$ cat src/rtl/mon_cfg.svh
`ifndef MON_CFG_SVH
`define MON_CFG_SVH
`define DC_W 14
`define BW_BASE 14
`define BW_MAX 4'hD
`define ADDR_W 9
`define OFS_CTRL 9'h10C
`define OFS_DCA_LO 9'h10D
`define OFS_DCA_HI 9'h10E
`define OFS_DCB_LO 9'h10F
`define OFS_DCB_HI 9'h110
`define CTRL_RESET 8'h00
`define CTRL_MON_EN 0
`define CTRL_OUT_EN 1
`define CTRL_BW_LSB 2
`define CTRL_BW_MSB 5
`define CTRL_FREEZE 6
`define PERIOD_W 24
`define THR_W 13
`define RMS_W 20
`define PEAK_W 13
`define CNT_W 24
`define SQ_W 26
`define MS_W 50
`define FIFO_DEPTH 4
`define LEN_W 6
`define FIELDS_W 57
`endif

$ cat src/rtl/mon_pkg.sv
`include "mon_cfg.svh"
package mon_pkg;
    typedef logic signed [`DC_W-1:0] sample_t;
    typedef enum logic {SER_IDLE, SER_SHIFT} ser_state_t;
endpackage : mon_pkg

$ cat src/rtl/monitor_dc_serial.sv
`timescale 1ns/1ps
`include "mon_cfg.svh"
// Behaviour
// - offset filter is high-pass, bandwidth in control[5:2]
// - corner is fclk/2pi times 2^-(k+14)
// - k of 14 or 15 acts as 13
// - channel a and b offset readable in pairs
// - offset value is 14 bits full range
// - freeze stops estimate, last value still applied
// - unfreeze resumes estimate and applies it
// - control bit 0 feeds corrected samples to monitor
// - control bit 1 corrects main output data
// - serial port is master, outputs only
// - strobe and data change on clock rise
// - serial clock is adc clock /2, /4, /8
// - sleep stops serial clock when idle
// - strobe starts frame, datapath a then b
// - data msb first, after strobe edge
// - enabled results only: rms, peak, count
// - sync input restarts the monitor
// - sync passes through sample-clock synchroniser
// - peak is 13 bits, taken at period end
// - rms result is 20-bit fixed point
// - timer at one latches results, reloads period
module monitor_dc_serial #(
    parameter int DC_W = `DC_W,
    parameter int PERIOD_W = `PERIOD_W,
    parameter int FIFO_DEPTH = `FIFO_DEPTH
) (
    input wire logic clk_in,
    input wire logic rst_n_in,
    input wire mon_pkg::sample_t adc_a_in,
    input wire mon_pkg::sample_t adc_b_in,
    input wire logic sync_in,
    input wire logic [`ADDR_W-1:0] reg_addr_in,
    input wire logic reg_wr_in,
    input wire logic [7:0] reg_wdata_in,
    output logic [7:0] reg_rdata_out,
    input wire logic [PERIOD_W-1:0] period_in,
    input wire logic [`THR_W-1:0] threshold_in,
    input wire logic rms_en_in,
    input wire logic peak_en_in,
    input wire logic thr_en_in,
    input wire logic [1:0] clk_rate_in,
    input wire logic clk_sleep_in,
    output mon_pkg::sample_t data_a_out,
    output mon_pkg::sample_t data_b_out,
    output logic monitor_serial_clock_out,
    output logic monitor_frame_strobe_out,
    output logic monitor_serial_out
);
    import mon_pkg::*;

    localparam int ACC_W = DC_W + `BW_BASE + 16;
    localparam int RMS_W = `RMS_W;
    localparam int PEAK_W = `PEAK_W;
    localparam int CNT_W = `CNT_W;
    localparam int SQ_W = `SQ_W;
    localparam int MS_W = `MS_W;
    localparam int LEN_W = `LEN_W;
    localparam int FIELDS_W = `FIELDS_W;
    localparam int WORD_W = LEN_W + FIELDS_W;

    logic [7:0] ctrl_reg;
    logic [7:0] ctrl_next;
    logic [7:0] rdata_next;
    logic [3:0] bw_eff;
    logic [5:0] shift;
    logic sync_s1_reg;
    logic sync_s2_reg;
    logic sync_s3_reg;
    logic sync_rise;
    logic [PERIOD_W-1:0] timer_reg;
    logic [PERIOD_W-1:0] timer_next;
    logic period_done;
    logic restart;
    sample_t raw [2];
    sample_t corr [2];
    sample_t dc_val [2];
    logic [WORD_W-1:0] hold [2];
    logic [1:0] pend_reg;
    logic [1:0] pend_next;
    logic push_valid;
    logic push_ready;
    logic [WORD_W-1:0] push_data;
    logic pop_valid;
    logic pop;
    logic [WORD_W-1:0] pop_data;
    ser_state_t state_reg;
    ser_state_t state_next;
    logic [2:0] div_reg;
    logic [2:0] div_next;
    logic [2:0] half;
    logic run;
    logic sclk_next;
    logic fs_next;
    logic sdo_next;
    logic [FIELDS_W-1:0] sr_reg;
    logic [FIELDS_W-1:0] sr_next;
    logic [LEN_W-1:0] left_reg;
    logic [LEN_W-1:0] left_next;
    logic second_reg;
    logic second_next;

    // magnitude clipped to 13 bits; -8192 would need a 14th bit
    function automatic logic [PEAK_W-1:0] mag13(input sample_t s);
        logic [DC_W-1:0] a;
        a = s[DC_W-1] ? DC_W'(-s) : DC_W'(s);
        return a[DC_W-1] ? {PEAK_W{1'b1}} : a[PEAK_W-1:0];
    endfunction : mag13

    // left-align enabled fields, length in the top bits
    function automatic logic [WORD_W-1:0] pack(input logic [RMS_W-1:0] r, input logic [PEAK_W-1:0] p,
                                               input logic [CNT_W-1:0] c);
        logic [FIELDS_W-1:0] w;
        logic [LEN_W-1:0] n;
        w = '0;
        n = '0;
        if (rms_en_in) begin
            w = w | ({r, {(FIELDS_W-RMS_W){1'b0}}} >> n);
            n = n + LEN_W'(RMS_W);
        end
        if (peak_en_in) begin
            w = w | ({p, {(FIELDS_W-PEAK_W){1'b0}}} >> n);
            n = n + LEN_W'(PEAK_W);
        end
        if (thr_en_in) begin
            w = w | ({c, {(FIELDS_W-CNT_W){1'b0}}} >> n);
            n = n + LEN_W'(CNT_W);
        end
        return {n, w};
    endfunction : pack

    assign raw[0] = adc_a_in;
    assign raw[1] = adc_b_in;
    assign bw_eff = (ctrl_reg[`CTRL_BW_MSB:`CTRL_BW_LSB] > `BW_MAX) ? `BW_MAX
                  : ctrl_reg[`CTRL_BW_MSB:`CTRL_BW_LSB];
    assign shift = 6'(bw_eff) + 6'(`BW_BASE);
    assign sync_rise = sync_s2_reg && !sync_s3_reg;

    // register file: control write, offset readback
    always_comb begin
        ctrl_next = ctrl_reg;
        if (reg_wr_in && reg_addr_in == `OFS_CTRL) begin
            ctrl_next = reg_wdata_in;
        end
        unique case (reg_addr_in)
            `OFS_CTRL: rdata_next = ctrl_reg;
            `OFS_DCA_LO: rdata_next = dc_val[0][7:0];
            `OFS_DCA_HI: rdata_next = 8'(dc_val[0][DC_W-1:8]);
            `OFS_DCB_LO: rdata_next = dc_val[1][7:0];
            `OFS_DCB_HI: rdata_next = 8'(dc_val[1][DC_W-1:8]);
            default: rdata_next = 8'h00;
        endcase
    end

    always_ff @(posedge clk_in or negedge rst_n_in) begin
        if (!rst_n_in) begin
            ctrl_reg <= `CTRL_RESET;
            reg_rdata_out <= 8'h00;
        end else begin
            ctrl_reg <= ctrl_next;
            reg_rdata_out <= rdata_next;
        end
    end

    // two-stage synchroniser, third stage only for the edge
    always_ff @(posedge clk_in or negedge rst_n_in) begin
        if (!rst_n_in) begin
            sync_s1_reg <= 1'b0;
            sync_s2_reg <= 1'b0;
            sync_s3_reg <= 1'b0;
        end else begin
            sync_s1_reg <= sync_in;
            sync_s2_reg <= sync_s1_reg;
            sync_s3_reg <= sync_s2_reg;
        end
    end

    // period timer shared by both datapaths; zero means not yet loaded
    always_comb begin
        period_done = 1'b0;
        restart = sync_rise || timer_reg == '0;
        timer_next = timer_reg - PERIOD_W'(1);
        if (restart) begin
            timer_next = period_in;
        end else if (timer_reg == PERIOD_W'(1)) begin
            period_done = 1'b1;
            timer_next = period_in;
        end
    end

    always_ff @(posedge clk_in or negedge rst_n_in) begin
        if (!rst_n_in) begin
            timer_reg <= '0;
        end else begin
            timer_reg <= timer_next;
        end
    end

    for (genvar ch = 0; ch < 2; ch++) begin : g_chan
        logic signed [ACC_W-1:0] acc_reg;
        logic signed [ACC_W-1:0] acc_next;
        sample_t corr_sat;
        sample_t mon_smp;
        sample_t out_next;
        sample_t out_reg;
        logic signed [DC_W:0] diff;
        logic [PEAK_W-1:0] mag;
        logic [SQ_W-1:0] sq;
        logic over;
        logic [PEAK_W-1:0] peak_reg;
        logic [PEAK_W-1:0] peak_next;
        logic [MS_W-1:0] ms_reg;
        logic [MS_W-1:0] ms_next;
        logic [CNT_W-1:0] cnt_reg;
        logic [CNT_W-1:0] cnt_next;
        logic [WORD_W-1:0] hold_reg;
        logic [WORD_W-1:0] hold_next;

        // leaky integrator: dc tracks input at 2^-shift per sample
        assign dc_val[ch] = DC_W'(acc_reg >>> shift);
        assign diff = (DC_W+1)'(raw[ch]) - (DC_W+1)'(dc_val[ch]);
        // saturate so a large offset cannot wrap the output
        assign corr_sat = (diff[DC_W] != diff[DC_W-1]) ? {diff[DC_W], {(DC_W-1){!diff[DC_W]}}}
                        : diff[DC_W-1:0];
        assign corr[ch] = corr_sat;
        assign mon_smp = ctrl_reg[`CTRL_MON_EN] ? corr_sat : raw[ch];
        assign mag = mag13(mon_smp);
        assign sq = SQ_W'(mag) * SQ_W'(mag);
        assign over = mag > threshold_in;
        assign hold[ch] = hold_reg;

        // filter, output path and statistics
        always_comb begin
            acc_next = acc_reg + ACC_W'(raw[ch]) - ACC_W'(dc_val[ch]);
            if (ctrl_reg[`CTRL_FREEZE]) begin
                acc_next = acc_reg;
            end
            out_next = ctrl_reg[`CTRL_OUT_EN] ? corr_sat : raw[ch];
            peak_next = (mag > peak_reg) ? mag : peak_reg;
            ms_next = ms_reg + MS_W'(sq);
            cnt_next = cnt_reg + CNT_W'(over);
            hold_next = hold_reg;
            if (restart || period_done) begin
                peak_next = mag;
                ms_next = MS_W'(sq);
                cnt_next = CNT_W'(over);
            end
            if (period_done) begin
                hold_next = pack(ms_reg[MS_W-1 -: RMS_W], peak_reg, cnt_reg);
            end
        end

        always_ff @(posedge clk_in or negedge rst_n_in) begin
            if (!rst_n_in) begin
                acc_reg <= '0;
                out_reg <= '0;
                peak_reg <= '0;
                ms_reg <= '0;
                cnt_reg <= '0;
                hold_reg <= '0;
            end else begin
                acc_reg <= acc_next;
                out_reg <= out_next;
                peak_reg <= peak_next;
                ms_reg <= ms_next;
                cnt_reg <= cnt_next;
                hold_reg <= hold_next;
            end
        end
    end

    assign data_a_out = g_chan[0].out_reg;
    assign data_b_out = g_chan[1].out_reg;

    // push a then b; a full fifo stalls the push, new period wins
    always_comb begin
        push_valid = pend_reg != 2'h0;
        push_data = pend_reg[0] ? hold[0] : hold[1];
        pend_next = pend_reg;
        if (push_valid && push_ready) begin
            pend_next = pend_reg[0] ? {pend_reg[1], 1'b0} : 2'h0;
        end
        if (period_done && (rms_en_in || peak_en_in || thr_en_in)) begin
            pend_next = 2'h3;
        end
    end

    always_ff @(posedge clk_in or negedge rst_n_in) begin
        if (!rst_n_in) begin
            pend_reg <= 2'h0;
        end else begin
            pend_reg <= pend_next;
        end
    end

    mon_fifo #(
        .WIDTH(WORD_W),
        .DEPTH(FIFO_DEPTH)
    ) u_fifo (
        .clk_in(clk_in),
        .rst_n_in(rst_n_in),
        .in_valid_in(push_valid),
        .in_ready_out(push_ready),
        .in_data_in(push_data),
        .out_valid_out(pop_valid),
        .out_ready_in(pop),
        .out_data_out(pop_data)
    );

    // half period minus one: rate 0,1,2 gives /2,/4,/8
    assign half = (clk_rate_in == 2'h0) ? 3'h0 : (clk_rate_in == 2'h1) ? 3'h1 : 3'h3;
    // lines must be back low before a sleeping clock may stop
    assign run = !clk_sleep_in || state_reg != SER_IDLE || pop_valid
              || monitor_frame_strobe_out || monitor_serial_out;

    // master serialiser; all line changes on the serial clock rise
    always_comb begin
        state_next = state_reg;
        div_next = div_reg + 3'h1;
        sclk_next = monitor_serial_clock_out;
        fs_next = monitor_frame_strobe_out;
        sdo_next = monitor_serial_out;
        sr_next = sr_reg;
        left_next = left_reg;
        second_next = second_reg;
        pop = 1'b0;
        if (!run && !monitor_serial_clock_out) begin
            div_next = 3'h0;
        end else if (div_reg == half) begin
            div_next = 3'h0;
            sclk_next = !monitor_serial_clock_out;
            if (!monitor_serial_clock_out) begin
                unique case (state_reg)
                    SER_IDLE: begin
                        fs_next = pop_valid;
                        sdo_next = 1'b0;
                        if (pop_valid) begin
                            pop = 1'b1;
                            {left_next, sr_next} = pop_data;
                            second_next = 1'b0;
                            state_next = SER_SHIFT;
                        end
                    end
                    SER_SHIFT: begin
                        fs_next = 1'b0;
                        sdo_next = sr_reg[FIELDS_W-1];
                        sr_next = sr_reg << 1;
                        left_next = left_reg - LEN_W'(1);
                        if (left_reg == LEN_W'(1)) begin
                            if (!second_reg && pop_valid) begin
                                pop = 1'b1;
                                {left_next, sr_next} = pop_data;
                                second_next = 1'b1;
                            end else begin
                                state_next = SER_IDLE;
                            end
                        end
                    end
                endcase
            end
        end
    end

    always_ff @(posedge clk_in or negedge rst_n_in) begin
        if (!rst_n_in) begin
            state_reg <= SER_IDLE;
            div_reg <= 3'h0;
            monitor_serial_clock_out <= 1'b0;
            monitor_frame_strobe_out <= 1'b0;
            monitor_serial_out <= 1'b0;
            sr_reg <= '0;
            left_reg <= '0;
            second_reg <= 1'b0;
        end else begin
            state_reg <= state_next;
            div_reg <= div_next;
            monitor_serial_clock_out <= sclk_next;
            monitor_frame_strobe_out <= fs_next;
            monitor_serial_out <= sdo_next;
            sr_reg <= sr_next;
            left_reg <= left_next;
            second_reg <= second_next;
        end
    end
endmodule : monitor_dc_serial

$ cat src/rtl/mon_fifo.sv
`timescale 1ns/1ps
module mon_fifo #(
    parameter int WIDTH = 8,
    parameter int DEPTH = 4
) (
    input wire logic clk_in,
    input wire logic rst_n_in,
    input wire logic in_valid_in,
    output logic in_ready_out,
    input wire logic [WIDTH-1:0] in_data_in,
    output logic out_valid_out,
    input wire logic out_ready_in,
    output logic [WIDTH-1:0] out_data_out
);
    // depth must be a power of two; pointers carry one wrap bit
    localparam int PW = $clog2(DEPTH);
    logic [WIDTH-1:0] mem_reg [DEPTH];
    logic [PW:0] wr_reg;
    logic [PW:0] wr_next;
    logic [PW:0] rd_reg;
    logic [PW:0] rd_next;
    logic do_wr;
    logic do_rd;

    // honest flags from pointer compare
    assign in_ready_out = !((wr_reg[PW] != rd_reg[PW]) && (wr_reg[PW-1:0] == rd_reg[PW-1:0]));
    assign out_valid_out = (wr_reg != rd_reg);
    assign out_data_out = mem_reg[rd_reg[PW-1:0]];
    assign do_wr = in_valid_in && in_ready_out;
    assign do_rd = out_valid_out && out_ready_in;

    // pointer advance
    always_comb begin
        wr_next = do_wr ? wr_reg + (PW+1)'(1) : wr_reg;
        rd_next = do_rd ? rd_reg + (PW+1)'(1) : rd_reg;
    end

    always_ff @(posedge clk_in or negedge rst_n_in) begin
        if (!rst_n_in) begin
            wr_reg <= '0;
            rd_reg <= '0;
        end else begin
            wr_reg <= wr_next;
            rd_reg <= rd_next;
        end
    end

    // storage needs no reset, flags guard it
    always_ff @(posedge clk_in) begin
        if (do_wr) begin
            mem_reg[wr_reg[PW-1:0]] <= in_data_in;
        end
    end
endmodule : mon_fifo

$ cat config.mk
export PLATFORM = sky130hd
export DESIGN_NAME = monitor_dc_serial
export DESIGN_NICKNAME = d
export VERILOG_FILES = /design/src/rtl/mon_pkg.sv /design/src/rtl/monitor_dc_serial.sv /design/src/rtl/mon_fifo.sv
export VERILOG_INCLUDE_DIRS = /design/src /design/src/rtl
export SDC_FILE = /design/constraint.sdc
export NUM_CORES = 2
export LEC_CHECK = 0
export ABC_AREA = 1
export BUFFER_PORTS_ARGS = -buffer_cell sky130_fd_sc_hd__buf_2
export CELL_PAD_IN_SITES_DETAIL_PLACEMENT = 0
export CELL_PAD_IN_SITES_GLOBAL_PLACEMENT = 1
export CORE_UTILIZATION = 53
export CTS_CLUSTER_DIAMETER = 40
export DETAILED_ROUTE_END_ITERATION = 10
export GPL_TIMING_DRIVEN = 0
export PLACE_DENSITY = 0.89
export SLEW_MARGIN = 30
export SYNTH_ARGS = -nofsm -noshare
export SYNTH_HDL_FRONTEND = slang
export SYNTH_SLANG_ARGS = --single-unit
$ cat constraint.sdc
create_clock -name clk_in -period 23.7 [get_ports clk_in]
set_clock_uncertainty 0.05 [all_clocks]
set_input_delay 0 -clock clk_in [delete_from_list [all_inputs] [get_ports clk_in]]
set_output_delay 0 -clock clk_in [all_outputs]
set_load 0.01 [all_outputs]
Yosys cells after proc, flatten, opt, wreduce, memory -nomap -nowiden

Memories as Yosys holds them, arrays and structs flattened.
Index checks and enable logic that the tools add are counted.

Register bits: 538
Memory bits (writable): 252
Bits of input ports: 92
Output and inout port bits: 39
Word-level logic and storage cells: 196
Memories kept: 1

$add $sub $neg: 20
$mul: 2
Order comparisons: 5
Equality and inequality tests: 18
Shift operators: 6
Mux-type cells: 72
Bitwise operators: 7
Reductions and logical operators: 35

Memory list:

| name           | words | width | read ports | clocked after memory_dff | write ports | line           | source |
|---|---|---|---|---|---|---|---|
| u_fifo.mem_reg | 4     | 63    | 1          | 0                        | 1           | mon_fifo.sv:17 | `logic [WIDTH-1:0] mem_reg [DEPTH];` |

Operators with widths:

| cell                    | number |
|---|---|
| $mux W57                | 13 |
| $or A57 B57 Y57         | 4 |
| $shr A57 B6 Y57         | 4 |
| $pmux W57 S2            | 1 |
| $mux W14                | 8 |
| $add A50 B26 Y50        | 2 |
| $mux W50                | 2 |
| $mux W24                | 4 |
| $add A44 B14 Y44        | 2 |
| $sshr A44 B5 Y14        | 2 |
| $sub A44 B14 Y44        | 2 |
| $mux W13                | 6 |
| $mux W63                | 1 |
| $gt A13 B13 Y1          | 4 |
| $mul A13 B13 Y26        | 2 |
| $add A24 B1 Y24         | 2 |
| $eq A9 B9 Y1 const B    | 5 |
| $mux W6                 | 7 |
| $pmux W8 S5             | 1 |
| $sub A14 B14 Y15        | 2 |
| $neg A14 Y14            | 2 |
| $eq A24 B1 Y1 const B   | 1 |
| $logic_not A24 Y1       | 1 |
| $sub A24 B1 Y24 const B | 1 |
| other kinds (31)        | 86 |

Depth between registers and ports, before layout

Depth in word-level cells: 14
Mapped depth: 88
Mapped depth without buffers: 82

Hierarchy

A second synthesis with hierarchy kept.

Cell total of the unflattened synthesis: 7348
Area total of the unflattened synthesis: 58304.7 um^2

By module, submodules not included:

| module            | times used | cells an instance | area an instance (um^2) | sequential area each (um^2) |
|---|---|---|---|---|
| monitor_dc_serial | 1          | 6678              | 48594.1                 | 12987.5 |
| mon_fifo          | 1          | 670               | 9710.6                  | 7717.4 |

Worst setup path after synthesis

OpenSTA, ideal clock, no wires.

Kind: reg-to-reg
Start point: register ctrl_reg[4]
End point: register g_chan[1].ms_reg[49]
Setup time: 0.077 ns
Arrival time: 12.355 ns
Required time: 23.573 ns
Path slack: 11.218 ns
Cell stages (with the launch flop): 84
Path buffers: 7
Clock period less this slack: 12.482 ns
Cell sequence: dfrtp_1 -> buf_2 -> nand3_4 -> nand2_2 -> buf_6 -> buf_4 -> clkbuf_1 -> clkbuf_1 -> o21ai_0 -> mux2i_1 -> o21ai_0 -> inv_1 -> o211ai_1 -> inv_1 -> ha_1 -> nand3b_1 -> and2_1 -> o21ai_0 -> [48 not listed] -> nand3_1 -> nand2_1 -> nand3_1 -> nand2_1 -> xor2_1 -> inv_1 -> nand2_1 -> nand2_1 -> ha_1 -> nand2_1 -> o21ai_0 -> inv_1 -> nor2_1 -> nand3_1 -> nor2_1 -> and3_1 -> o21ai_0 -> a21oi_1

Cells in the longest elaborated chain, start to end: 14
Elaborated cells between the ends (all ways): 15
Classes of those cells: 4 x add/sub; 1 x mul; 1 x order compare; 1 x eq/ne; 1 x shift; 6 x mux; 1 x reduce/logical

RTL lines:

| element                                          | line                     | source |
|---|---|---|
| start, declared                                  | monitor_dc_serial.sv:64  | `logic [7:0] ctrl_reg;` |
| start signal, assigned                           | monitor_dc_serial.sv:159 | `` ctrl_reg <= `CTRL_RESET; `` |
| start signal, assigned                           | monitor_dc_serial.sv:162 | `ctrl_reg <= ctrl_next;` |
| $gt A4 B4 Y1 (no line)                           | n/a                      |  |
| $mux W4 *                                        | monitor_dc_serial.sv:136 | `` assign bw_eff = (ctrl_reg[`CTRL_BW_MSB:`CTRL_BW_LSB] > `BW_MAX) ? `BW_MAX `` |
| $add A4 B4 Y5 *                                  | monitor_dc_serial.sv:138 | `` assign shift = 6'(bw_eff) + 6'(`BW_BASE); `` |
| $sshr A44 B5 Y14 *                               | monitor_dc_serial.sv:222 | `assign dc_val[ch] = DC_W'(acc_reg >>> shift);` |
| $sub A14 B14 Y15 *                               | monitor_dc_serial.sv:223 | `assign diff = (DC_W+1)'(raw[ch]) - (DC_W+1)'(dc_val[ch]);` |
| $ne A1 B1 Y1 or $logic_not A1 Y1 (tied branches) | monitor_dc_serial.sv:225 | `assign corr_sat = (diff[DC_W] != diff[DC_W-1]) ? {diff[DC_W], {(DC_W-1){!diff[DC_W]}}}` |
| $mux W14 *                                       | monitor_dc_serial.sv:225 |  |
| $mux W14 *                                       | monitor_dc_serial.sv:228 | `` assign mon_smp = ctrl_reg[`CTRL_MON_EN] ? corr_sat : raw[ch]; `` |
| $neg A14 Y14                                     | monitor_dc_serial.sv:108 | `a = s[DC_W-1] ? DC_W'(-s) : DC_W'(s);` |
| $mux W14 *                                       | monitor_dc_serial.sv:108 |  |
| $mux W13 *                                       | monitor_dc_serial.sv:109 | `return a[DC_W-1] ? {PEAK_W{1'b1}} : a[PEAK_W-1:0];` |
| net g_chan[1].mag[6]                             | monitor_dc_serial.sv:209 | `logic [PEAK_W-1:0] mag;` |
| $mul A13 B13 Y26 *                               | monitor_dc_serial.sv:230 | `assign sq = SQ_W'(mag) * SQ_W'(mag);` |
| $add A50 B26 Y50 *                               | monitor_dc_serial.sv:242 | `ms_next = ms_reg + MS_W'(sq);` |
| $mux W50 *                                       | monitor_dc_serial.sv:245 | `if (restart \|\| period_done) begin` |
| net g_chan[1].ms_next[49]                        | monitor_dc_serial.sv:215 | `logic [MS_W-1:0] ms_next;` |
| end signal, assigned                             | monitor_dc_serial.sv:267 | `ms_reg <= ms_next;` |
| end, declared                                    | monitor_dc_serial.sv:214 | `logic [MS_W-1:0] ms_reg;` |

Mark *: on every way through the listed nets, which the timed path passes. The rest lies on a longest branch.
A chain may end at the register's enable or synchronous reset.

Worst setup path after layout

Start point: register ctrl_reg[5]
End point: register g_chan[0].ms_reg[49]

Cells in the longest elaborated chain, start to end: 14
Elaborated cells between the ends (all ways): 15
Classes of those cells: 4 x add/sub; 1 x mul; 1 x order compare; 1 x eq/ne; 1 x shift; 6 x mux; 1 x reduce/logical

RTL lines:

| element                                          | line |
|---|---|
| $gt A4 B4 Y1 (no line)                           | n/a |
| $mux W4 *                                        | monitor_dc_serial.sv:136 |
| $add A4 B4 Y5 *                                  | monitor_dc_serial.sv:138 |
| $sshr A44 B5 Y14 *                               | monitor_dc_serial.sv:222 |
| $sub A14 B14 Y15 *                               | monitor_dc_serial.sv:223 |
| $ne A1 B1 Y1 or $logic_not A1 Y1 (tied branches) | monitor_dc_serial.sv:225 |
| $mux W14 *                                       | monitor_dc_serial.sv:225 |
| $mux W14 *                                       | monitor_dc_serial.sv:228 |
| $neg A14 Y14                                     | monitor_dc_serial.sv:108 |
| $mux W14 *                                       | monitor_dc_serial.sv:108 |
| $mux W13 *                                       | monitor_dc_serial.sv:109 |
| $mul A13 B13 Y26 *                               | monitor_dc_serial.sv:230 |
| $add A50 B26 Y50 *                               | monitor_dc_serial.sv:242 |
| $mux W50 *                                       | monitor_dc_serial.sv:245 |
| net g_chan[0].ms_next[49]                        | monitor_dc_serial.sv:215 |
| end signal, assigned                             | monitor_dc_serial.sv:267 |
| end, declared                                    | monitor_dc_serial.sv:214 |

Marked as above.

==> impl_metrics.env <==
export IMPL_worstSetupPathType="flip-flop to flip-flop"
export IMPL_hpwl_um=149000
export IMPL_wl_per_cell_um=20.90
export IMPL_finalCritPeriodShare=0.6871
export IMPL_rr_worst_depth=73
export IMPL_synth_edf_count=248
export IMPL_vias=52743
export IMPL_num_io_pins=131
export IMPL_setup_viol=0
export IMPL_max_cap_viol_count=0
export IMPL_wirelength_um=193200
export IMPL_initial_core_util=0.5340
export IMPL_nets=8472
export IMPL_worst_slack_ns=7.417
export IMPL_hold_class="input pin to flip-flop"
export IMPL_htreeDepth=3
export IMPL_avgViaCountPerCell=5.705
export IMPL_final_max_slew_violation_count=0
export IMPL_synthesis_nets=8090
export IMPL_cts_resized=0
export IMPL_startpoint_type="flip-flop"
export IMPL_first_pass_iters=8
export IMPL_async_flop_share=0.6792
export IMPL_post_place_ws_ns=7.591
export IMPL_cts_buffers=117
export IMPL_clockRootBuffer="clkbuf_16"
export IMPL_drive_gt1_frac=0.07638
export IMPL_cts_tree="yes"
export IMPL_cts_sinks=773
export IMPL_grt_max_degree=80
export IMPL_whs_path_depth=6
export IMPL_largest_reg_flops=248
export IMPL_area_delta_synth_final_pct=14.37
export IMPL_worstHoldEndpoint="reg_rdata_out[6]"
export IMPL_outcome="finished clean"
export IMPL_synth_seq_cells=773
export IMPL_antenna_found_initial=3
export IMPL_min_from="reg_addr_in[6]"
export IMPL_rsz0062_at_grt="no"
export IMPL_io_buffers=130
export IMPL_coreArea_mm2=0.1087
export IMPL_hold_buffers=109
export IMPL_worstSkewPairLatency_ns=0.73
export IMPL_crit_slowest_cell="o21ai_0"
export IMPL_drt_iter0_drc=4565
export IMPL_worstPathRequired_ns=24.31
export IMPL_die_y_um=333.0
export IMPL_max_stage_delay_ns=0.86
export IMPL_grt_remaining_overflow=0
export IMPL_cts_max_path_buffers=3
export IMPL_syn_inst=7345
export IMPL_crit_fanout=10
export IMPL_drcViolationCount=0
export IMPL_nFillCells=9797
export IMPL_rows=121
export IMPL_fmax_ghz=0.06141
export IMPL_yosysSeqAreaShare=0.3546
export IMPL_layout_min_cycle_time_ns=16.28
export IMPL_fin_tns_setup_ns=0
export IMPL_die_w_um=333.0
export IMPL_synth_area_mm2=0.05805
export IMPL_cts_setup_buffers=0
export IMPL_fp_dieArea_mm2=0.1109
export IMPL_r2r_slack_ns=7.42
export IMPL_hold_violations=0
export IMPL_arrival_ns=16.89
export IMPL_postSynthAreaPerCell_um2=7.904
export IMPL_crit_top_cell="nand2_1"
export IMPL_ant_nets=0
export IMPL_grt_pass1_vias=51927
export IMPL_rr_endpoint="g_chan[0].ms_reg[49]"
export IMPL_ys_warn_count=0
export IMPL_routabilityCongestion=1.036
export IMPL_grt_pass1_wl_um=299000
export IMPL_track_usage=0.3503
export IMPL_worstMarginPinSlew_ns=1.057
export IMPL_endpoint_kind="flip-flop"
export IMPL_synth_ff_type="dfrtp_1"
export IMPL_synth_cell_types=65
export IMPL_timing_rr_start="ctrl_reg[5]"
export IMPL_maxSlewHeadroom=0.2876
export IMPL_clk_pin_slew_worst_paths_ns=0.06
layout make-up:
cell class	instances	area, um^2	share of cell area
Sequential cell	773	20580	0.3100
Clock buffer	126	3012	0.04536
Tap cell	1414	1769	0.02665
Antenna cell	2	5.005	0.00007538
Multi-Input combinational cell	5201	32250	0.4857
Clock inverter	95	1140	0.01717
Inverter	1073	4033	0.06074
Timing Repair Buffer	263	2352	0.03543
Buffer	298	1247	0.01879
layout by cell type (no fill, tap or decap), drive strengths merged, types with 17 or more instances in the layout:
| cell type | count |
|---|---|
| dlygate4sd3 | 108 |
| o21ai | 855 |
| nand3 | 296 |
| clkbuf | 370 |
| xnor2 | 56 |
| o22ai | 112 |
| clkinv | 39 |
| xor2 | 91 |
| mux2 | 17 |
| buf | 209 |
| edfxtp | 248 |
| o221ai | 44 |
| nor3 | 96 |
| nand2 | 1619 |
| nand4 | 33 |
| o21bai | 17 |
| ha | 377 |
| nor2 | 592 |
| inv | 1103 |
| fa | 276 |
| dfrtp | 525 |
| mux2i | 29 |
| a21oi | 393 |
| or2 | 79 |
| a31oi | 67 |
| o211ai | 32 |
metrics by stage:
step | cells | instance area [um^2] | hold slack (ns) | util
floorplan | 7345 | 58050 | -0.3456 | -
global placement | 8889 | 60470 | 0.08252 | 0.5563
detailed placement | 8913 | 61120 | -0.1503 | 0.5623
CTS | 9243 | 66380 | 0.008554 | 0.6106
global route | 9244 | 66390 | 0.04629 | 0.6108
finish | 9245 | 66390 | 0.06591 | 0.6108
synthesized netlist by cell type, types with 5 or more instances:
library cell / count / area [um^2]
buf_6: 5 / 56.30
ha_1: 377 / 4717
nand2_2: 14 / 87.58
dfrtp_1: 525 / 13140
a22o_1: 5 / 43.79
o21ai_0: 839 / 4199
nor2_1: 575 / 2158
nand4_1: 33 / 206.5
xor2_1: 91 / 797.0
xnor2_1: 56 / 490.5
a21boi_0: 11 / 82.58
nor4_1: 14 / 87.58
a31oi_1: 67 / 419.2
nand3b_1: 6 / 45.04
buf_4: 19 / 142.6
buf_1: 20 / 75.07
nor3_1: 96 / 480.5
a221oi_1: 7 / 61.31
inv_2: 33 / 123.9
o211ai_1: 32 / 240.2
o22ai_1: 112 / 700.7
mux2i_1: 29 / 290.3
a21o_1: 14 / 105.1
a21oi_1: 392 / 1962
nand3_2: 11 / 110.1
inv_1: 1032 / 3874
mux2_2: 17 / 191.4
o21bai_1: 17 / 127.6
or2_2: 76 / 475.5
nor2_2: 13 / 81.33
o221ai_1: 44 / 385.4
a211oi_1: 8 / 60.06
o21ai_1: 16 / 80.08
o21a_1: 10 / 75.07
clkbuf_1: 244 / 915.9
nand2_1: 1603 / 6017
fa_1: 276 / 5525
o31ai_1: 10 / 75.07
edfxtp_1: 248 / 7447
clkinv_1: 6 / 22.52
and2_1: 7 / 43.79
buf_2: 10 / 50.05
nand3_1: 284 / 1421
critical path, delay by kind of cell (launching register included):
| kind | cells | cell delay [ns] |
|---|---|---|
| AND/OR/NAND/NOR | 32 | 4.31 |
| flip-flops | 1 | 0.58 |
| adder cells (fa/ha/maj) | 10 | 4.01 |
| AO/OA/AOI/OAI | 17 | 4.06 |
| XOR/XNOR | 2 | 0.51 |
| buffers and inverters | 12 | 2.68 |
kinds of logic (layout without fill, tap and decap cells):
family	Yosys count	count (layout)	share of synthesized area
adders and majority gates	653	653	0.1764
and+or+nand+nor	2752	2752	0.1965
other	1	3	0.00006460
xor gates and xnor gates	147	147	0.02218
muxes	46	46	0.008298
DFF	773	773	0.3546
AOI/OAI and AO/OA	1602	1602	0.1511
buffers and inverters	1371	1855	0.09082
per-layer routing:
metal  track usage  share of wire  vias up
li1              -              -    24878
met1        0.4676           0.42    25551
met2        0.5649           0.46     1908
met3       0.06098          0.074      406
met4        0.1419          0.043        0
met5             0              0        -
worst max path at each step:
| stage | cells past startpoint | endpoint | slack, ns | from |
|---|---|---|---|---|
| after floorplan | 83 | g_chan[1].ms_reg[49] | 11.22 | ctrl_reg[4] |
| after global placement | 73 | g_chan[0].ms_reg[49] | 7.68 | ctrl_reg[5] |
| after detailed placement | 73 | g_chan[0].ms_reg[49] | 7.59 | ctrl_reg[5] |
| after CTS | 73 | g_chan[0].ms_reg[49] | 7.55 | ctrl_reg[5] |
| after global routing | 70 | g_chan[0].ms_reg[49] | 6.29 | ctrl_reg[5] |
| final | 73 | g_chan[0].ms_reg[49] | 7.42 | ctrl_reg[5] |
Power is left out: the tool's default activity adds up to more than one toggle a clock period on the data nets, which glitch-free logic cannot reach.
